## config.mk

```make
export PLATFORM = sky130hd
export DESIGN_NAME = su_top
export DESIGN_NICKNAME = d
export VERILOG_FILES = /design/src/su_pkg.sv /design/src/su_top.sv /design/src/su_uart_rx.sv /design/src/su_csi_shift.sv
export SDC_FILE = /design/constraint.sdc
export NUM_CORES = 1
export LEC_CHECK = 0
export BUFFER_PORTS_ARGS = -buffer_cell sky130_fd_sc_hd__buf_4
export CAP_MARGIN = 20
export CORE_MARGIN = 5
export CORE_UTILIZATION = 35
export DETAILED_ROUTE_END_ITERATION = 10
export GPL_TIMING_DRIVEN = 0
export HOLD_SLACK_MARGIN = 0.15
export PLACE_DENSITY = 0.6
export SETUP_SLACK_MARGIN = 0.05
export SYNTH_ARGS = -nofsm -noshare
export SYNTH_HDL_FRONTEND = slang
export SYNTH_SLANG_ARGS = --single-unit
```

## constraint.sdc

```tcl
create_clock -name clk -period 4.8 [get_ports clk]
set_clock_uncertainty 0.15 [all_clocks]
set_input_delay 0.72 -clock clk [delete_from_list [all_inputs] [get_ports clk]]
set_output_delay 0.72 -clock clk [all_outputs]
set_load 0.05 [all_outputs]
```

## src/su_pkg.sv

```systemverilog
// Shared constants for the serial port: register offsets, field positions,
// reset values and the parity helper.
// Assumes a 32-bit Avalon-MM slave with byte addresses and 8-bit registers.
package su_pkg;
	// Register byte offsets, one aligned word each
	localparam logic [5:0] OFF_MODE = 6'h00;
	localparam logic [5:0] OFF_TXDATA = 6'h04;
	localparam logic [5:0] OFF_RXBUF = 6'h08;
	localparam logic [5:0] OFF_ERRSTAT = 6'h0c;
	localparam logic [5:0] OFF_CSIM_A = 6'h10;
	localparam logic [5:0] OFF_CSIM_B = 6'h14;
	localparam logic [5:0] OFF_SIO_A = 6'h18;
	localparam logic [5:0] OFF_SIO_B = 6'h1c;
	localparam logic [5:0] OFF_STATUS = 6'h20;
	// UART mode register fields
	localparam int MODE_CLKSEL = 0;
	localparam int MODE_RX_ERROR_IRQ_SUPPRESS = 1;
	localparam int MODE_SL = 2;
	localparam int MODE_CL = 3;
	localparam int MODE_PS = 4;
	localparam int MODE_RXE = 6;
	localparam int MODE_TXE = 7;
	// Clocked mode register fields
	localparam int CSIM_CLKSEL = 0;
	localparam int CSIM_DIR = 2;
	localparam int CSIM_CRXE = 6;
	localparam int CSIM_CTXE = 7;
	// Error status fields
	localparam int ERR_OVR = 0;
	localparam int ERR_FRM = 1;
	localparam int ERR_PAR = 2;
	// Status register fields
	localparam int ST_TXBUSY = 0;
	localparam int ST_RXBUSY = 1;
	localparam int ST_CSIBUSY = 2;
	localparam int ST_RXDLVL = 4;
	// Reset values
	localparam logic [7:0] MODE_RESET = 8'h00;
	localparam logic [7:0] CSIM_RESET = 8'h00;
	localparam logic [7:0] ERR_RESET = 8'h00;
	// Parity selections
	localparam logic [1:0] PAR_NONE = 2'h0;
	localparam logic [1:0] PAR_ZERO = 2'h1;
	localparam logic [1:0] PAR_ODD = 2'h2;
	localparam logic [1:0] PAR_EVEN = 2'h3;
	// Expected parity bit for a 7- or 8-bit character
	function automatic logic par_bit(input logic [7:0] d, input logic len8, input logic [1:0] ps);
		logic ones;
		ones = len8 ? ^d : ^d[6:0];
		case (ps)
			PAR_ODD: par_bit = ~ones;
			PAR_EVEN: par_bit = ones;
			default: par_bit = 1'b0;
		endcase
	endfunction
endpackage

```

## src/su_top.sv

```systemverilog
// Serial port top: Avalon-MM register slave, UART transmitter, receive
// buffering and error status, and two 3-wire clocked channels.
// Assumes one 25 MHz clock; all pins arrive asynchronously and are synchronised here.
`timescale 1ns/1ps
`default_nettype none
// Notes on behaviour
// - Reset leaves transmitter empty, no completion pulse
// - Receive enable starts sampling on selected clock
// - Low input restarts counter, rechecked at m
// - Frame end loads buffer, pulses completion
// - Error frames buffered; completion gated by suppress
// - Receive disable aborts, buffer and status kept
// - Receive error sets flag, pulses error output
// - Parity, framing and overrun errors detected
// - Buffer read or next frame clears flags
// - One shared 8-bit shift register per channel
// - Output latch holds the data pin level
// - Clock counter pulses done after eight clocks
// - Shift input from pin or output latch
// - Clocked mode registers 8-bit, reset to zero
// - Eight-bit transfers, direction bit picks order
// - Output changes on fall, input sampled rising
// - Transfer done on eighth rising edge
// - Internal clock stops high after eighth rise
// - Both UART enables clear selects 3-wire mode on channel A
// - Second unread frame sets overrun, replaces others
module su_top #(
	parameter int DIV_W = 16,
	parameter int M_W = 8
) (
	input wire logic clk,
	input wire logic arst_n,
	input wire logic [5:0] avAddress,
	input wire logic avRead,
	input wire logic avWrite,
	input wire logic [31:0] avWriteData,
	input wire logic [3:0] avByteEnable,
	output logic [31:0] avReadData,
	output logic avWaitRequest,
	input wire logic [DIV_W-1:0] baudDiv,
	input wire logic [M_W-1:0] sampleM,
	input wire logic [DIV_W-1:0] csiDiv,
	input wire logic uartRxdPin,
	output logic uartTxdPin,
	input wire logic uartExtClkPin,
	input wire logic [1:0] csiSckIn,
	output logic [1:0] csiSckOut,
	output logic [1:0] csiSckOe,
	input wire logic [1:0] csiSdiPin,
	output logic [1:0] csiSdoPin,
	output logic uartTxDoneIrq,
	output logic uartRxDoneIrq,
	output logic uartRxErrorIrq,
	output logic [1:0] csiXferDoneIrq
);
	logic ack_reg;
	logic [31:0] readData_reg;
	logic doRead;
	logic doWrite;
	logic [7:0] rdMux;
	logic [7:0] uartMode_reg;
	logic [7:0] clockedMode_reg [2];
	logic [7:0] uartRxBuffer_reg;
	logic [7:0] uartErrorStatus_reg;
	logic rxFull_reg;
	logic [5:0] syncA_reg;
	logic [5:0] syncB_reg;
	logic extPrev_reg;
	logic [DIV_W-1:0] baudCnt_reg;
	logic [DIV_W-1:0] csiCnt_reg;
	logic baudTick;
	logic csiTick;
	logic uartTick;
	logic [11:0] txFrame_reg;
	logic [3:0] txLeft_reg;
	logic [M_W:0] txCnt_reg;
	logic txBusy;
	logic uartOff;
	logic [1:0] csiTx;
	logic [1:0] csiRx;
	logic [1:0] csiRxPrev_reg;
	logic [1:0] csiBusy;
	logic [7:0] csiData [2];
	logic [1:0] sioWr;
	logic [1:0] sioRd;
	logic rxDone;
	logic [7:0] rxData;
	logic rxParErr;
	logic rxFrmErr;
	logic rxBusy;
	logic [7:0] newErr;

	// Build a transmit frame: start, data LSB first, optional parity, stop bits
	function automatic logic [11:0] tx_frame(input logic [7:0] d, input logic [7:0] mode);
		logic [11:0] f;
		logic len8;
		len8 = mode[su_pkg::MODE_CL];
		f = 12'hfff;
		f[0] = 1'b0;
		for (int i = 0; i < 8; i++) begin
			if (i < 7 || len8) begin
				f[i+1] = d[i];
			end
		end
		if (mode[su_pkg::MODE_PS+1 -: 2] != su_pkg::PAR_NONE) begin
			f[len8 ? 9 : 8] = su_pkg::par_bit(d, len8, mode[su_pkg::MODE_PS+1 -: 2]);
		end
		tx_frame = f;
	endfunction

	// Bit count of a frame from the mode bits
	function automatic logic [3:0] tx_len(input logic [7:0] mode);
		tx_len = 4'h9 + {3'h0, mode[su_pkg::MODE_CL]} + {3'h0, mode[su_pkg::MODE_SL]}
			+ {3'h0, mode[su_pkg::MODE_PS+1 -: 2] != su_pkg::PAR_NONE};
	endfunction

	// One wait state per access keeps read data a flop output
	assign avWaitRequest = (avRead | avWrite) & ~ack_reg;
	assign doRead = avRead & ack_reg;
	assign doWrite = avWrite & ack_reg & avByteEnable[0];
	assign avReadData = readData_reg;
	assign uartOff = ~uartMode_reg[su_pkg::MODE_TXE] & ~uartMode_reg[su_pkg::MODE_RXE];
	assign txBusy = (txLeft_reg != 4'h0);

	always_ff @(posedge clk or negedge arst_n) begin
		if (!arst_n) begin
			ack_reg <= 1'b0;
		end else begin
			ack_reg <= (avRead | avWrite) & ~ack_reg;
		end
	end

	// Read mux; unmapped offsets and upper bits read as zero
	always_comb begin
		case (avAddress)
			su_pkg::OFF_MODE: rdMux = uartMode_reg;
			su_pkg::OFF_RXBUF: rdMux = uartRxBuffer_reg;
			su_pkg::OFF_ERRSTAT: rdMux = uartErrorStatus_reg;
			su_pkg::OFF_CSIM_A: rdMux = clockedMode_reg[0];
			su_pkg::OFF_CSIM_B: rdMux = clockedMode_reg[1];
			su_pkg::OFF_SIO_A: rdMux = csiData[0];
			su_pkg::OFF_SIO_B: rdMux = csiData[1];
			su_pkg::OFF_STATUS: rdMux = {3'h0, syncB_reg[0], csiBusy, rxBusy, txBusy};
			default: rdMux = 8'h00;
		endcase
	end

	always_ff @(posedge clk or negedge arst_n) begin
		if (!arst_n) begin
			readData_reg <= 32'h0000_0000;
		end else if (avRead && !ack_reg) begin
			readData_reg <= {24'h00_0000, rdMux};
		end
	end

	// Mode registers, byte writes only on lane zero
	always_ff @(posedge clk or negedge arst_n) begin
		if (!arst_n) begin
			uartMode_reg <= su_pkg::MODE_RESET;
			clockedMode_reg[0] <= su_pkg::CSIM_RESET;
			clockedMode_reg[1] <= su_pkg::CSIM_RESET;
		end else if (doWrite) begin
			if (avAddress == su_pkg::OFF_MODE) begin
				uartMode_reg <= avWriteData[7:0];
			end
			if (avAddress == su_pkg::OFF_CSIM_A) begin
				clockedMode_reg[0] <= avWriteData[7:0];
			end
			if (avAddress == su_pkg::OFF_CSIM_B) begin
				clockedMode_reg[1] <= avWriteData[7:0];
			end
		end
	end

	// Pin synchronisers: rxd, external baud clock, two sck, two sdi
	always_ff @(posedge clk or negedge arst_n) begin
		if (!arst_n) begin
			syncA_reg <= 6'h3f;
			syncB_reg <= 6'h3f;
			extPrev_reg <= 1'b1;
		end else begin
			syncA_reg <= {csiSdiPin, csiSckIn, uartExtClkPin, uartRxdPin};
			syncB_reg <= syncA_reg;
			extPrev_reg <= syncB_reg[1];
		end
	end

	// Dividers from the configuration inputs; zero is treated as one
	always_ff @(posedge clk or negedge arst_n) begin
		if (!arst_n) begin
			baudCnt_reg <= '0;
		end else if (baudTick) begin
			baudCnt_reg <= '0;
		end else begin
			baudCnt_reg <= baudCnt_reg + 1'b1;
		end
	end

	always_ff @(posedge clk or negedge arst_n) begin
		if (!arst_n) begin
			csiCnt_reg <= '0;
		end else if (csiTick) begin
			csiCnt_reg <= '0;
		end else begin
			csiCnt_reg <= csiCnt_reg + 1'b1;
		end
	end

	assign baudTick = (baudCnt_reg + 1'b1 >= baudDiv);
	assign csiTick = (csiCnt_reg + 1'b1 >= csiDiv);
	// Clock source bit picks internal divider or external clock rising edge
	assign uartTick = uartMode_reg[su_pkg::MODE_CLKSEL] ? baudTick : (syncB_reg[1] & ~extPrev_reg);

	// Transmitter; busy writes are dropped, clearing enable aborts quietly
	always_ff @(posedge clk or negedge arst_n) begin
		if (!arst_n) begin
			txFrame_reg <= 12'hfff;
			txLeft_reg <= 4'h0;
			txCnt_reg <= '0;
			uartTxDoneIrq <= 1'b0;
		end else begin
			uartTxDoneIrq <= 1'b0;
			if (!uartMode_reg[su_pkg::MODE_TXE]) begin
				txLeft_reg <= 4'h0;
				txFrame_reg <= 12'hfff;
			end else if (!txBusy) begin
				if (doWrite && avAddress == su_pkg::OFF_TXDATA) begin
					txFrame_reg <= tx_frame(avWriteData[7:0], uartMode_reg);
					txLeft_reg <= tx_len(uartMode_reg);
					txCnt_reg <= '0;
				end
			end else if (uartTick) begin
				if (txCnt_reg + 1'b1 == {sampleM, 1'b0}) begin
					txCnt_reg <= '0;
					txFrame_reg <= {1'b1, txFrame_reg[11:1]};
					txLeft_reg <= txLeft_reg - 4'h1;
					uartTxDoneIrq <= (txLeft_reg == 4'h1);
				end else begin
					txCnt_reg <= txCnt_reg + 1'b1;
				end
			end
		end
	end

	always_ff @(posedge clk or negedge arst_n) begin
		if (!arst_n) begin
			uartTxdPin <= 1'b1;
		end else begin
			uartTxdPin <= txFrame_reg[0];
		end
	end

	su_uart_rx #(
		.M_W(M_W)
	) u_rx (
		.clk(clk),
		.arst_n(arst_n),
		.tick(uartTick),
		.enable(uartMode_reg[su_pkg::MODE_RXE]),
		.rxd(syncB_reg[0]),
		.sampleM(sampleM),
		.charLen8(uartMode_reg[su_pkg::MODE_CL]),
		.parMode(uartMode_reg[su_pkg::MODE_PS+1 -: 2]),
		.frameDone(rxDone),
		.dataOut(rxData),
		.parityErr(rxParErr),
		.framingErr(rxFrmErr),
		.busy(rxBusy)
	);

	// New status replaces the old one whole; overrun means previous unread
	assign newErr = {5'h00, rxParErr, rxFrmErr, rxFull_reg};

	// Receive buffer and error status; a frame arriving with a read wins
	always_ff @(posedge clk or negedge arst_n) begin
		if (!arst_n) begin
			uartRxBuffer_reg <= 8'h00;
			uartErrorStatus_reg <= su_pkg::ERR_RESET;
			rxFull_reg <= 1'b0;
		end else if (rxDone) begin
			uartRxBuffer_reg <= rxData;
			uartErrorStatus_reg <= newErr;
			rxFull_reg <= 1'b1;
		end else if (doRead && avAddress == su_pkg::OFF_RXBUF) begin
			uartErrorStatus_reg <= su_pkg::ERR_RESET;
			rxFull_reg <= 1'b0;
		end
	end

	// Completion withheld for errored frames while suppress is set
	always_ff @(posedge clk or negedge arst_n) begin
		if (!arst_n) begin
			uartRxDoneIrq <= 1'b0;
			uartRxErrorIrq <= 1'b0;
		end else begin
			uartRxDoneIrq <= rxDone && (newErr == 8'h00 || !uartMode_reg[su_pkg::MODE_RX_ERROR_IRQ_SUPPRESS]);
			uartRxErrorIrq <= rxDone && (newErr != 8'h00);
		end
	end

	// Enable history for the receive-enable rising start
	always_ff @(posedge clk or negedge arst_n) begin
		if (!arst_n) begin
			csiRxPrev_reg <= 2'h0;
		end else begin
			csiRxPrev_reg <= csiRx;
		end
	end

	// Two clocked channels; channel A shares the port with the UART
	for (genvar ch = 0; ch < 2; ch++) begin : g_csi
		assign csiTx[ch] = clockedMode_reg[ch][su_pkg::CSIM_CTXE] & (ch == 1 || uartOff);
		assign csiRx[ch] = clockedMode_reg[ch][su_pkg::CSIM_CRXE] & (ch == 1 || uartOff);
		assign sioWr[ch] = doWrite && avAddress == (ch == 0 ? su_pkg::OFF_SIO_A : su_pkg::OFF_SIO_B);
		assign sioRd[ch] = doRead && avAddress == (ch == 0 ? su_pkg::OFF_SIO_A : su_pkg::OFF_SIO_B);

		su_csi_shift u_csi (
			.clk(clk),
			.arst_n(arst_n),
			.tick(csiTick),
			.txEn(csiTx[ch]),
			.rxEn(csiRx[ch]),
			.lsbFirst(clockedMode_reg[ch][su_pkg::CSIM_DIR]),
			.intClk(clockedMode_reg[ch][su_pkg::CSIM_CLKSEL]),
			.load(sioWr[ch]),
			.loadData(avWriteData[7:0]),
			.start((sioWr[ch] & csiTx[ch]) | (sioRd[ch] & csiRx[ch] & ~csiTx[ch])
				| (csiRx[ch] & ~csiRxPrev_reg[ch])),
			.sckIn(syncB_reg[2+ch]),
			.sdi(syncB_reg[4+ch]),
			.shiftData(csiData[ch]),
			.sckOut(csiSckOut[ch]),
			.sckOe(csiSckOe[ch]),
			.sdoOut(csiSdoPin[ch]),
			.xferDone(csiXferDoneIrq[ch]),
			.busy(csiBusy[ch])
		);
	end
endmodule
`default_nettype wire

```

## src/su_uart_rx.sv

```systemverilog
// UART receive engine: start detection, bit sampling and frame checks.
// Assumes tick is a one-cycle enable of the sampling clock and rxd is synchronised.
`timescale 1ns/1ps
`default_nettype none
module su_uart_rx #(
	parameter int M_W = 8
) (
	input wire logic clk,
	input wire logic arst_n,
	input wire logic tick,
	input wire logic enable,
	input wire logic rxd,
	input wire logic [M_W-1:0] sampleM,
	input wire logic charLen8,
	input wire logic [1:0] parMode,
	output logic frameDone,
	output logic [7:0] dataOut,
	output logic parityErr,
	output logic framingErr,
	output logic busy
);
	typedef enum logic [4:0] {
		RX_IDLE = 5'h01,
		RX_START = 5'h02,
		RX_DATA = 5'h04,
		RX_PAR = 5'h08,
		RX_STOP = 5'h10
	} su_rx_state_e;

	su_rx_state_e state_reg;
	logic [M_W:0] cnt_reg;
	logic [3:0] bitIdx_reg;
	logic [7:0] shift_reg;
	logic [M_W:0] cntInc;
	logic halfHit;
	logic fullHit;
	logic [7:0] dataNow;

	// Start check at m, every later bit two m counts apart
	assign cntInc = cnt_reg + 1'b1;
	assign halfHit = tick && (cntInc == {1'b0, sampleM});
	assign fullHit = tick && (cntInc == {sampleM, 1'b0});
	assign dataNow = charLen8 ? shift_reg : {1'b0, shift_reg[7:1]};
	assign busy = (state_reg != RX_IDLE);

	// Frame sequencer; dropping enable abandons the frame with no result
	always_ff @(posedge clk or negedge arst_n) begin
		if (!arst_n) begin
			state_reg <= RX_IDLE;
			cnt_reg <= '0;
			bitIdx_reg <= 4'h0;
			shift_reg <= 8'h00;
		end else if (!enable) begin
			state_reg <= RX_IDLE;
			cnt_reg <= '0;
		end else begin
			if (tick) begin
				cnt_reg <= cntInc;
			end
			case (state_reg)
				RX_IDLE: begin
					cnt_reg <= '0;
					if (!rxd) begin
						state_reg <= RX_START;
					end
				end
				RX_START: begin
					if (halfHit) begin
						cnt_reg <= '0;
						bitIdx_reg <= 4'h0;
						state_reg <= rxd ? RX_IDLE : RX_DATA;
					end
				end
				RX_DATA: begin
					if (fullHit) begin
						cnt_reg <= '0;
						shift_reg <= {rxd, shift_reg[7:1]};
						bitIdx_reg <= bitIdx_reg + 4'h1;
						if (bitIdx_reg == (charLen8 ? 4'h7 : 4'h6)) begin
							state_reg <= (parMode == su_pkg::PAR_NONE) ? RX_STOP : RX_PAR;
						end
					end
				end
				RX_PAR: begin
					if (fullHit) begin
						cnt_reg <= '0;
						state_reg <= RX_STOP;
					end
				end
				RX_STOP: begin
					if (fullHit) begin
						state_reg <= RX_IDLE;
					end
				end
				default: state_reg <= RX_IDLE;
			endcase
		end
	end

	// Result capture; parity held until the stop bit decides the frame
	always_ff @(posedge clk or negedge arst_n) begin
		if (!arst_n) begin
			frameDone <= 1'b0;
			dataOut <= 8'h00;
			parityErr <= 1'b0;
			framingErr <= 1'b0;
		end else begin
			frameDone <= 1'b0;
			if (enable && state_reg == RX_PAR && fullHit) begin
				parityErr <= (parMode[1] && (su_pkg::par_bit(dataNow, charLen8, parMode) != rxd));
			end else if (enable && state_reg == RX_DATA && bitIdx_reg == 4'h0 && fullHit) begin
				parityErr <= 1'b0;
			end
			if (enable && state_reg == RX_STOP && fullHit) begin
				frameDone <= 1'b1;
				dataOut <= dataNow;
				framingErr <= ~rxd;
			end
		end
	end
endmodule
`default_nettype wire

```

## src/su_csi_shift.sv

```systemverilog
// One channel of the 3-wire clocked serial engine with shift register and output latch.
// Assumes tick is a half-period enable and sckIn, sdi are already synchronised.
`timescale 1ns/1ps
`default_nettype none
module su_csi_shift (
	input wire logic clk,
	input wire logic arst_n,
	input wire logic tick,
	input wire logic txEn,
	input wire logic rxEn,
	input wire logic lsbFirst,
	input wire logic intClk,
	input wire logic load,
	input wire logic [7:0] loadData,
	input wire logic start,
	input wire logic sckIn,
	input wire logic sdi,
	output logic [7:0] shiftData,
	output logic sckOut,
	output logic sckOe,
	output logic sdoOut,
	output logic xferDone,
	output logic busy
);
	logic [3:0] cnt_reg;
	logic sckPrev_reg;
	logic active;
	logic fallEv;
	logic riseEv;
	logic shiftIn;

	assign active = txEn | rxEn;
	assign sckOe = intClk;
	// Edges come from our own divider or from the far end's clock
	assign fallEv = busy && (intClk ? (tick && sckOut) : (sckPrev_reg && !sckIn));
	assign riseEv = busy && (intClk ? (tick && !sckOut) : (!sckPrev_reg && sckIn));
	// Loop back the output latch when the input side is off
	assign shiftIn = rxEn ? sdi : sdoOut;

	// Edge history of the external clock
	always_ff @(posedge clk or negedge arst_n) begin
		if (!arst_n) begin
			sckPrev_reg <= 1'b1;
		end else begin
			sckPrev_reg <= sckIn;
		end
	end

	// Transfer control and the eight-clock counter
	always_ff @(posedge clk or negedge arst_n) begin
		if (!arst_n) begin
			busy <= 1'b0;
			cnt_reg <= 4'h0;
			xferDone <= 1'b0;
			sckOut <= 1'b1;
		end else begin
			xferDone <= 1'b0;
			if (!active) begin
				busy <= 1'b0; // Aborted transfer raises nothing
				sckOut <= 1'b1;
			end else if (!busy) begin
				sckOut <= 1'b1;
				if (start) begin
					busy <= 1'b1;
					cnt_reg <= 4'h0;
				end
			end else begin
				if (intClk && tick) begin
					sckOut <= ~sckOut;
				end
				if (riseEv) begin
					cnt_reg <= cnt_reg + 4'h1;
					if (cnt_reg == 4'h7) begin
						busy <= 1'b0;
						xferDone <= 1'b1;
					end
				end
			end
		end
	end

	// Shift register: loaded while idle, shifted on each rise
	always_ff @(posedge clk or negedge arst_n) begin
		if (!arst_n) begin
			shiftData <= 8'h00;
		end else if (load && !busy) begin
			shiftData <= loadData;
		end else if (riseEv) begin
			shiftData <= lsbFirst ? {shiftIn, shiftData[7:1]} : {shiftData[6:0], shiftIn};
		end
	end

	// Output latch changes on falls, parks high when output is off
	always_ff @(posedge clk or negedge arst_n) begin
		if (!arst_n) begin
			sdoOut <= 1'b1;
		end else if (!txEn) begin
			sdoOut <= 1'b1;
		end else if (fallEv) begin
			sdoOut <= lsbFirst ? shiftData[0] : shiftData[7];
		end
	end
endmodule
`default_nettype wire

```

==> flow_summary_export.csv, run 1 <==
group,metric,value,unit
floorplan,core,0.0323,mm^2
timing,fin_crit,4.48,ns
setup_path,critPathMaxStageDelay,0.74,ns
floorplan,die_area,0.0362,mm^2
setup_path,crit_family,"compound AO/OA/AOI/OAI gates",
timing,relSlewSlack,30.6,%
clock_network,clock-sinks,190,
layout,fin_nets,1429,
floorplan,initial_core_util,35.2,%
clock_network,tritoncts,"yes",
yosys,async_reset_ff_share,100,%
setup_path,end_kind,"flop",
clock_network,htree_levels,4,
power,ir_worst_vdd,235,uV
timing,slew_violations,0,
run,drv_cap,0,
setup_path,critPathArrivalTime,4.66,ns
yosys,ys_warn_count,0,
timing,worst_pin_slew,1.03,ns
timing,rsz0062_at_grt,"no",
drt,drc_errors,0,
yosys,synth_edf_count,0,
floorplan,fp.dieH,190,um
floorplan,rows,66,
drt,wirelength,27.8,mm
yosys,synth_top_area_share,35.0,%
grt,antenna_found_initial,2,
yosys,synth_cells,1157,
layout,antennaDiodeCount,0,
floorplan,die_w,190,um
worst_hold_path,worstHoldPathType,"flop to flop",
drt,num_vias,8712,
setup_path,cp_slowest_cell,"a31oi_1",
layout,drive_above_1_share,22.2,%
setup_path,cp.buffers_inverters,0,
timing,finalSetupTns,0,ns
clock_network,clockBufferDepth,2,
drt,detail_route.wl_per_cell,15.9,um
placement,hpwl,20.5,mm
grt,grtUsageTotal,15.5,%
clock_network,root_buffer,"clkbuf_16",
clock_network,clk_pin_slew,0.09,ns
layout,syn2layout_area_growth,17.2,%
yosys,avgSynthCellArea,9.83,um^2
clock_network,clk_latency,0.44,ns
run_status,status,"finished, final reports clean",
placement,gp_congestion,0.873,
yosys,yosys.area.top_type,"dfrtp_1",
grt,grt_overflow,0,
drt,ant_nets,0,
setup_path,worstPathCellList,"nand2_1, nor4_1, nand3_1, xnor2_1, ha_1, a21o_1, a21o_1, a21oi_1, o221ai_1, a31oi_1, o21bai_1, o221a_2",
timing,hold_viol,0,
layout,stdcell_count,1746,
yosys,ys_ff_latch,190,
yosys,syn_area,0.0114,mm^2
setup_path,cp-start-kind,"flop",
setup_path,path_max_fanout,9,
setup_path,crit_required,4.98,ns
setup_path,crit_top_cell,"a21o_1",
timing,clock.fmax,223,MHz
placement,dp.cells,1707,
power,power,4.43,mW
setup_path,critPathLaunch,"csiCnt_reg[0]",
grt,grt_pass1_wl,45.4,mm
yosys,ys_types,92,
drt,dr.pass1.iters,7,
clock_network,numCtsBuffers,17,
yosys,ys_seq_area_share,42.1,%
worst_hold_path,hp-start,"syncA_reg[3]",
drt,via_per_inst,4.99,
drt,drt_iter0_drc,611,
yosys,ys.flop_type,"dfrtp_1",
timing,setup_viol,0,
setup_path,critPathKind,"flop to flop",
power,powerDensity,332,mW/mm^2
yosys,synth.area.top_cells,"dfrtp_1, dfstp_2, ha_1",
grt,grt_max_degree,108,
setup_path,reg2reg_from,"csiCnt_reg[0]",
grt,grt_pass1_vias,8569,
layout,fillCellCount,3140,
timing,min_period_over_period,93.4,%
placement,io_buffer_count,84,
floorplan,ios,137,
timing,hold_slack,0.206,ns
power,total_leakage_power,6.12,nW
## stage by stage
stage	setup slack (ns)	instance area [um^2]	util [%]
after floorplan	0.992	11500	-
after global placement	0.322	12600	39.2
after detailed placement	0.320	12700	39.3
after CTS	0.279	13300	41.1
after global routing	0.0752	13300	41.3
final	0.315	13300	41.3
## synthesized netlist by cell type (26+ instances only)
library cell,n
xnor2_1,59
mux2i_1,32
dfrtp_1,159
buf_4,35
inv_1,74
clkbuf_1,27
nand3_1,37
ha_1,46
dfstp_2,31
nor2b_1,37
o21ai_0,43
mux2_2,40
xor2_1,26
a21oi_1,31
nor2_1,90
nand2_1,109
## path summary, 6_finish.rpt
check | end | slack [ns] | depth (start not counted)
max in group asynchronous | syncA_reg[1] | 2.78 | 3
worst min-delay path | syncB_reg[3] | 0.21 | 0
worst min register to register | syncB_reg[3] | 0.21 | 0
worst max register to register | g_csi[0].u_csi.shiftData[7] | 0.32 | 12
worst max-delay path | g_csi[0].u_csi.shiftData[7] | 0.32 | 12
min in group asynchronous | g_csi[1].u_csi.xferDone | 0.72 | 2
## cells in the final DEF, fill, tap and decap left out, types with 40 or more instances in the layout
| master | netlist | final |
|---|---|---|
| dfrtp_1 | 159 | 159 |
| buf_4 | 35 | 123 |
| xnor2_1 | 59 | 59 |
| nand2_1 | 109 | 109 |
| mux2_2 | 40 | 40 |
| inv_1 | 74 | 74 |
| ha_1 | 46 | 46 |
| nor2_1 | 90 | 90 |
| o21ai_0 | 43 | 43 |
## per-layer routing
metal	wire, um	global-route usage (%)	vias up
li1	-	-	4289
met5	20	0	-
met3	1140	2.76	22
met4	296	3.51	2
met2	12500	23.3	163
met1	13800	23.2	4236
## worst register-to-register path: cells and delay by family (launching register included)
family | cells | cell delay (ns)
flops | 1 | 0.46
xor+xnor | 1 | 0.23
fa+ha+maj | 1 | 0.28
simple gates | 3 | 0.92
compound gates | 7 | 2.34
## kinds of logic (layout without fill, tap and decap cells)
logic type | count (synthesis) | in the layout | share of synthesized area (%)
fa+ha+maj | 46 | 46 | 5.06
xor+xnor | 86 | 86 | 6.69
flops | 190 | 190 | 42.1
other cells | 1 | 24 | 0.0330
buf+inv | 151 | 275 | 6.36
compound gates | 207 | 207 | 13.8
mux | 76 | 76 | 7.57
simple gates | 400 | 400 | 18.4
## report_power, final
| group | internal [mW] | switching, mW |
|---|---|---|
| Sequential | 1.82 | 0.171 |
| Clock | 0.703 | 0.727 |
| Combinational | 0.420 | 0.592 |
| Total | 2.94 | 1.49 |
## layout make-up
class / count / area, um^2 / area share (%)
repair buffers: 92 / 718 / 5.39
flip-flops and latches: 190 / 4790 / 36.0
inverters: 74 / 278 / 2.08
plain buffers: 77 / 445 / 3.34
clock inverters: 15 / 171 / 1.29
multi-input cells: 839 / 5940 / 44.6
well taps: 442 / 553 / 4.15
clock buffers: 17 / 425 / 3.19
## timing repair
action / CTS / global route
buffers inserted: 0 / 5
resized for setup: 0 / 0
hold buffers: 1 / 0
hold endpoints to repair: 4 / 0
endpoints found under the setup margin: 0 / 9
Power figures use the tool's default switching activity.
==> run 2, diff against run 1 <==
- ABC_AREA: unset -> 1
- CORE_UTILIZATION: 35 -> 41
- PLACE_DENSITY: 0.6 -> 0.67
==> flow_summary_export.csv, run 2 <==
group,metric,value,unit
yosys,synth_cells,1529,
drt,routed-wl-met3,1.34,mm
floorplan,core,0.0279,mm^2
timing,min_period_over_period,87.2,%
setup_path,end_kind,"flop",
power,powerDensity,292,mW/mm^2
power,internal_power,2.72,mW
power,ir_worst_vdd,223,uV
layout,antennaDiodeCount,0,
drt,num_vias,10100,
drt,via_per_inst,4.94,
power,comb_power_share,17.8,%
layout,fin_area,0.0134,mm^2
drt,drt_iter0_drc,793,
layout,fillCellCount,2740,
clock_network,tritoncts,"yes",
clock_network,clk_latency,0.44,ns
yosys,ys_ff_latch,190,
timing,finalSetupTns,0,ns
grt,grt_max_degree,118,
placement,io_buffer_count,85,
power,power_frac_clock,36.3,%
yosys,async_reset_ff_share,100,%
grt,grtUsageTotal,18.0,%
floorplan,fp.dieH,178,um
setup_path,critPathKind,"flop to flop",
clock_network,clockBufferDepth,2,
drt,wl_met1,13.1,mm
floorplan,die_w,178,um
drt,drc_errors,0,
timing,relSlewSlack,33.2,%
yosys,synth_common_cells,"nand2_1, inv_1, dfrtp_1, nor2_1, o21ai_0",
drt,ant_nets,0,
timing,hold_viol,0,
setup_path,cp-start-kind,"flop",
clock_network,cts.repair_timing.setup_buffer_count,0,
run_status,status,"finished, final reports clean",
clock_network,root_buffer,"clkbuf_16",
layout,drive_above_1_share,16.1,%
layout,fin_nets,1796,
yosys,synth_edf_count,0,
power,pwr-share-seq,45.9,%
drt,top_layer,"met4",
grt,grt_overflow,0,
drt,dr.pass1.iters,5,
floorplan,die_area,0.0318,mm^2
timing,fin_crit,4.18,ns
layout,syn2layout_area_growth,15.8,%
setup_path,path_max_fanout,10,
timing,setup_viol,0,
yosys,avgSynthCellArea,7.60,um^2
yosys,ys_seq_area_share,41.3,%
placement,gp_congestion,0.913,
yosys,ys.flop_type,"dfrtp_1",
floorplan,initial_core_util,41.7,%
layout,final_common_cell,"nand2_1",
timing,rsz0062_at_grt,"no",
yosys,syn_area,0.0116,mm^2
timing,clock.fmax,239,MHz
drt,wirelength,28.4,mm
yosys,yosys.area.top_type,"dfrtp_1",
setup_path,crit_required,5.02,ns
grt,antenna_found_initial,0,
floorplan,rows,61,
yosys,ys_types,52,
timing,slew_violations,0,
timing,worst_pin_slew,0.993,ns
power,p_sw,1.20,mW
setup_path,critPathArrivalTime,4.40,ns
grt,grt_pass1_wl,46.5,mm
clock_network,clock-sinks,190,
yosys,synth.area.top_cells,"dfrtp_1, nand2_1, dfstp_2",
clock_network,clk_pin_slew,0.07,ns
worst_hold_path,worstHoldPathType,"flop to flop",
yosys,ys_warn_count,0,
layout,final_cell_mix,"nand2_1, inv_1, dfrtp_1",
drt,detail_route.wl_per_cell,13.9,um
power,switching_share,30.5,%
clock_network,htree_levels,4,
yosys,yosysMostFrequentCell,"nand2_1",
run,drv_cap,0,
yosys,synth_top_area_share,34.3,%
drt,wl_met2,13.4,mm
clock_network,numCtsBuffers,17,
placement,hpwl,21.8,mm
power,total_leakage_power,6.89,nW
placement,place_area,0.0128,mm^2
grt,grt_pass1_vias,9454,
floorplan,ios,137,
run 2: cell types whose count changed after synthesis, sizes merged, moves of 40 or more:
cell,previous run,this run
nand2,119,443
o21ai,61,129
nand3,39,101
mux2,40,0
xnor2,59,10
inv,74,209
run 2: worst paths after layout:
kind	from	endpoint	slack, ns	cells past startpoint
setup / recovery	baudCnt_reg[0]	txLeft_reg[2]	0.62	24
hold / removal	syncA_reg[1]	syncB_reg[1]	0.20	0
setup reg to reg	baudCnt_reg[0]	txLeft_reg[2]	0.62	24
hold reg to reg	syncA_reg[1]	syncB_reg[1]	0.20	0
max in group asynchronous	arst_n	clockedMode_reg[0]	2.84	3
min in group asynchronous	arst_n	txCnt_reg[2]	0.66	2
run 2: layout make-up:
cell class                      count  area [um^2]  area share (%)
Clock buffer                       18          439            3.27
Tap cell                          378          473            3.52
Sequential cell                   190         4790            35.6
Timing Repair Buffer               87          683            5.08
Inverter                          212          796            5.92
Multi-Input combinational cell   1086         5710            42.5
Clock inverter                     14          150            1.12
Buffer                             64          399            2.97
run 2: power groups by stage:
stage / Sequential [mW] / Clock [mW] / Combinational [mW]
final: 1.80 / 1.42 / 0.698
after global routing: 1.82 / 1.52 / 0.802
after CTS: 1.80 / 1.46 / 0.707
after detailed placement: 1.83 / 0 / 0.703
after global placement: 1.83 / 0 / 0.678
after floorplan: 1.82 / 0 / 0.481
run 2: kinds of logic (layout without fill, tap and decap cells):
logic type	Yosys count	after routing	share of synthesized area, %
mux	2	2	0.172
buf+inv	276	395	10.3
fa+ha+maj	46	46	4.96
compound gates	226	226	11.1
xor+xnor	36	36	2.71
other cells	1	24	0.0323
flops	190	190	41.3
simple gates	752	752	29.4
run 2: worst max-delay path, stage by stage (launching register included):
cell and delay (ns):
dfrtp_1 0.41, ha_1 0.18, nand2_1 0.05, inv_1 0.09, nand2_1 0.07, nor2_1 0.20, nand4_1 0.19, nor2_1 0.18
nand4_1 0.14, nand3b_1 0.20, xor2_1 0.20, inv_1 0.07, ha_1 0.26, nand2_1 0.09, o21ai_0 0.09, a21oi_1 0.20
nand2_2 0.17, nand2_1 0.09, nand2_1 0.17, nand2_1 0.17, inv_1 0.06, nand2_2 0.21, buf_2 0.28, nand3_1 0.11
nand2_1 0.09
run 2: routing by layer:
metal | track usage [%] | vias up
li1 | - | 5156
met1 | 24.5 | 4674
met2 | 29.8 | 254
met3 | 2.46 | 39
met4 | 5.69 | 0
met5 | 0 | -
run 2: per-stage QoR:
step / hold WS (ns) / util [%] / cells / setup slack [ns] / power, mW
2_1_floorplan: 0.195 / - / 1552 / 1.41 / 2.30
3_3_place_gp: 0.196 / 46.0 / 2015 / 0.647 / 2.50
3_5_place_dp: 0.197 / 46.1 / 2016 / 0.577 / 2.53
4_1_cts: 0.204 / 48.3 / 2049 / 0.552 / 3.97
5_1_grt: 0.202 / 48.3 / 2049 / 0.0941 / 4.14
6_report: 0.203 / 48.3 / 2049 / 0.617 / 3.92
run 2: timing repair:
action,4_1_cts,5_1_grt
hold endpoints to repair,63,0
setup endpoints to repair,0,7
hold buffers,1,0
gates resized for setup,0,1
==> run 3, diff against run 2 <==
- CELL_PAD_IN_SITES_DETAIL_PLACEMENT: unset -> 2
- CELL_PAD_IN_SITES_GLOBAL_PLACEMENT: unset -> 2
- CORE_UTILIZATION: 41 -> 34
- PLACE_DENSITY: 0.67 -> 0.87
- SKIP_CTS_REPAIR_TIMING: unset -> 1
- clock period: 4.8 -> 4.3 ns (I/O delays scaled with it)
==> flow_summary_export.csv, run 3 (synthesis results as in run 2) <==
group,metric,value,unit
setup_path,r2r.worst_path.cells,22,
grt,antenna_found_initial,0,
floorplan,rows,67,
setup_path,critPathArrivalTime,4.22,ns
drt,dr.pass1.iters,6,
drt,wirelength,39.6,mm
floorplan,ios,137,
grt,grt_pass1_vias,12100,
layout,fillCellCount,3920,
run_status,status,"finished, final reports clean",
setup_path,worstPathCellList,"ha_1, nand2_1, inv_1, nand2_1, nor2_4, nand4_1, nor2_2, nand4_1, nand3b_1, xor2_2, inv_1, ha_1, nand2_2, nor3_2, nand2_1, nand3_1, nand2_1, nor2_8, nand2_4, buf_6, nand2_1, nand2_1",
clock_network,clk_pin_slew,0.08,ns
timing,setup_viol,0,
timing,hold_slack,0.207,ns
power,powerDensity,338,mW/mm^2
setup_path,crit_family,"simple AND/OR/NAND/NOR gates",
grt,grt_max_degree,107,
grt,grt_overflow,0,
power,ir_worst_vdd,292,uV
layout,syn2layout_area_growth,18.7,%
layout,fin_nets,1805,
timing,clock.fmax,249,MHz
floorplan,core,0.0336,mm^2
clock_network,clockBufferDepth,2,
setup_path,cp_slowest_cell,"dfrtp_1",
setup_path,crit_required,4.50,ns
layout,antennaDiodeCount,0,
placement,hpwl,29.2,mm
setup_path,critPathMaxStageDelay,0.41,ns
setup_path,cp-start-kind,"flop",
power,total_leakage_power,6.99,nW
setup_path,cp.buffers_inverters,3,
drt,detail_route.wl_per_cell,18.6,um
clock_network,clock-sinks,190,
placement,io_buffer_count,85,
setup_path,crit_top_cell,"nand2_1",
setup_path,reg2reg_slack,0.28,ns
grt,grt_pass1_wl,63.8,mm
power,power_frac_clock,38.4,%
worst_hold_path,worstHoldEndpoint,"syncB_reg[3]",
placement,gp_congestion,0.802,
timing,worst_pin_slew,0.903,ns
clock_network,tritoncts,"yes",
power,switching_share,32.1,%
layout,final_common_cell,"nand2_1",
layout,final_util,41.0,%
drt,num_vias,10900,
worst_hold_path,worstHoldPathType,"flop to flop",
drt,ant_nets,0,
drt,via_per_inst,5.11,
clock_network,clk_latency,0.46,ns
setup_path,path_max_fanout,10,
floorplan,initial_core_util,34.5,%
drt,drt_iter0_drc,475,
floorplan,fp.dieH,195,um
clock_network,htree_levels,4,
floorplan,die_w,195,um
grt,grtUsageTotal,20.5,%
power,p_sw,1.50,mW
setup_path,reg2reg_from,"baudCnt_reg[0]",
run,drv_cap,0,
layout,final_cell_mix,"nand2_1, inv_1, dfrtp_1",
timing,relSlewSlack,39.2,%
timing,hold_viol,0,
clock_network,numCtsBuffers,17,
floorplan,die_area,0.0380,mm^2
worst_hold_path,hp-start,"syncA_reg[3]",
power,comb_power_share,18.3,%
setup_path,reg2reg_to,"u_rx.dataOut[0]",
drt,drc_errors,0,
timing,min_period_over_period,93.6,%
layout,drive_above_1_share,17.4,%
power,pwr-share-seq,43.3,%
timing,slew_violations,0,
setup_path,end_kind,"flop",
power,internal_power,3.16,mW
clock_network,root_buffer,"clkbuf_16",
timing,fin_crit,4.02,ns
setup_path,critPathKind,"flop to flop",
worst_hold_path,whs_path_depth,0,
## run 3: worst reg2reg max path, delay by kind of cell, from the launching register on
kind / cells / cell delay, ns
XOR/XNOR: 1 / 0.20
adder cells (fa/ha/maj): 2 / 0.48
buffers and inverters: 3 / 0.34
flip-flops: 1 / 0.41
AND/OR/NAND/NOR: 16 / 2.33
## run 3: per-layer routing
layer  vias up  routed length, um  track usage (%)
li1       5157                  -                -
met1      5521              17300             25.3
met2       144              20500             37.6
met3        53                943             2.56
met4         0                871             5.97
met5         -                  0                0
## run 3: cell type report
cell class / instances / area, um^2 / area share [%]
multi-input combinational: 1086 / 5810 / 42.2
sequential: 190 / 4790 / 34.8
inverter: 212 / 796 / 5.77
timing repair buffer: 96 / 763 / 5.53
tap: 448 / 561 / 4.06
clock buffer: 17 / 425 / 3.09
buffer: 64 / 412 / 2.99
clock inverter: 15 / 226 / 1.64
## run 3: how the worst max path moves through the flow
| stage | start | end | slack [ns] | cells after the start |
|---|---|---|---|---|
| after floorplan | baudCnt_reg[0] | txLeft_reg[0] | 0.91 | 24 |
| after global placement | baudCnt_reg[0] | txLeft_reg[0] | 0.04 | 24 |
| after detailed placement | baudCnt_reg[0] | txFrame_reg[3] | -0.18 | 24 |
| after CTS | baudCnt_reg[0] | txFrame_reg[9] | -0.30 | 24 |
| after global routing | baudCnt_reg[0] | u_rx.shift_reg[6] | -0.04 | 22 |
| final | baudCnt_reg[0] | u_rx.dataOut[0] | 0.28 | 22 |
## run 3: per-stage QoR
step                      power (mW)  setup slack, ns  cell area, um^2  setup TNS, ns  std cells
final                           4.66            0.277            13800              0       2128
after global routing            4.90          -0.0430            13800         -0.307       2128
after CTS                       4.70           -0.300            13600          -9.03       2118
after detailed placement        2.90           -0.182            12900          -4.34       2086
after global placement          2.82           0.0408            12900              0       2085
after floorplan                 2.57            0.914            11700              0       1552
## run 3: power groups by stage
stage	logic, mW	clock network (mW)	registers (mW)
floorplan	0.537	0	2.03
global placement	0.778	0	2.04
detailed placement	0.845	0	2.05
CTS	0.855	1.83	2.02
global route	0.968	1.90	2.03
finish	0.851	1.79	2.02
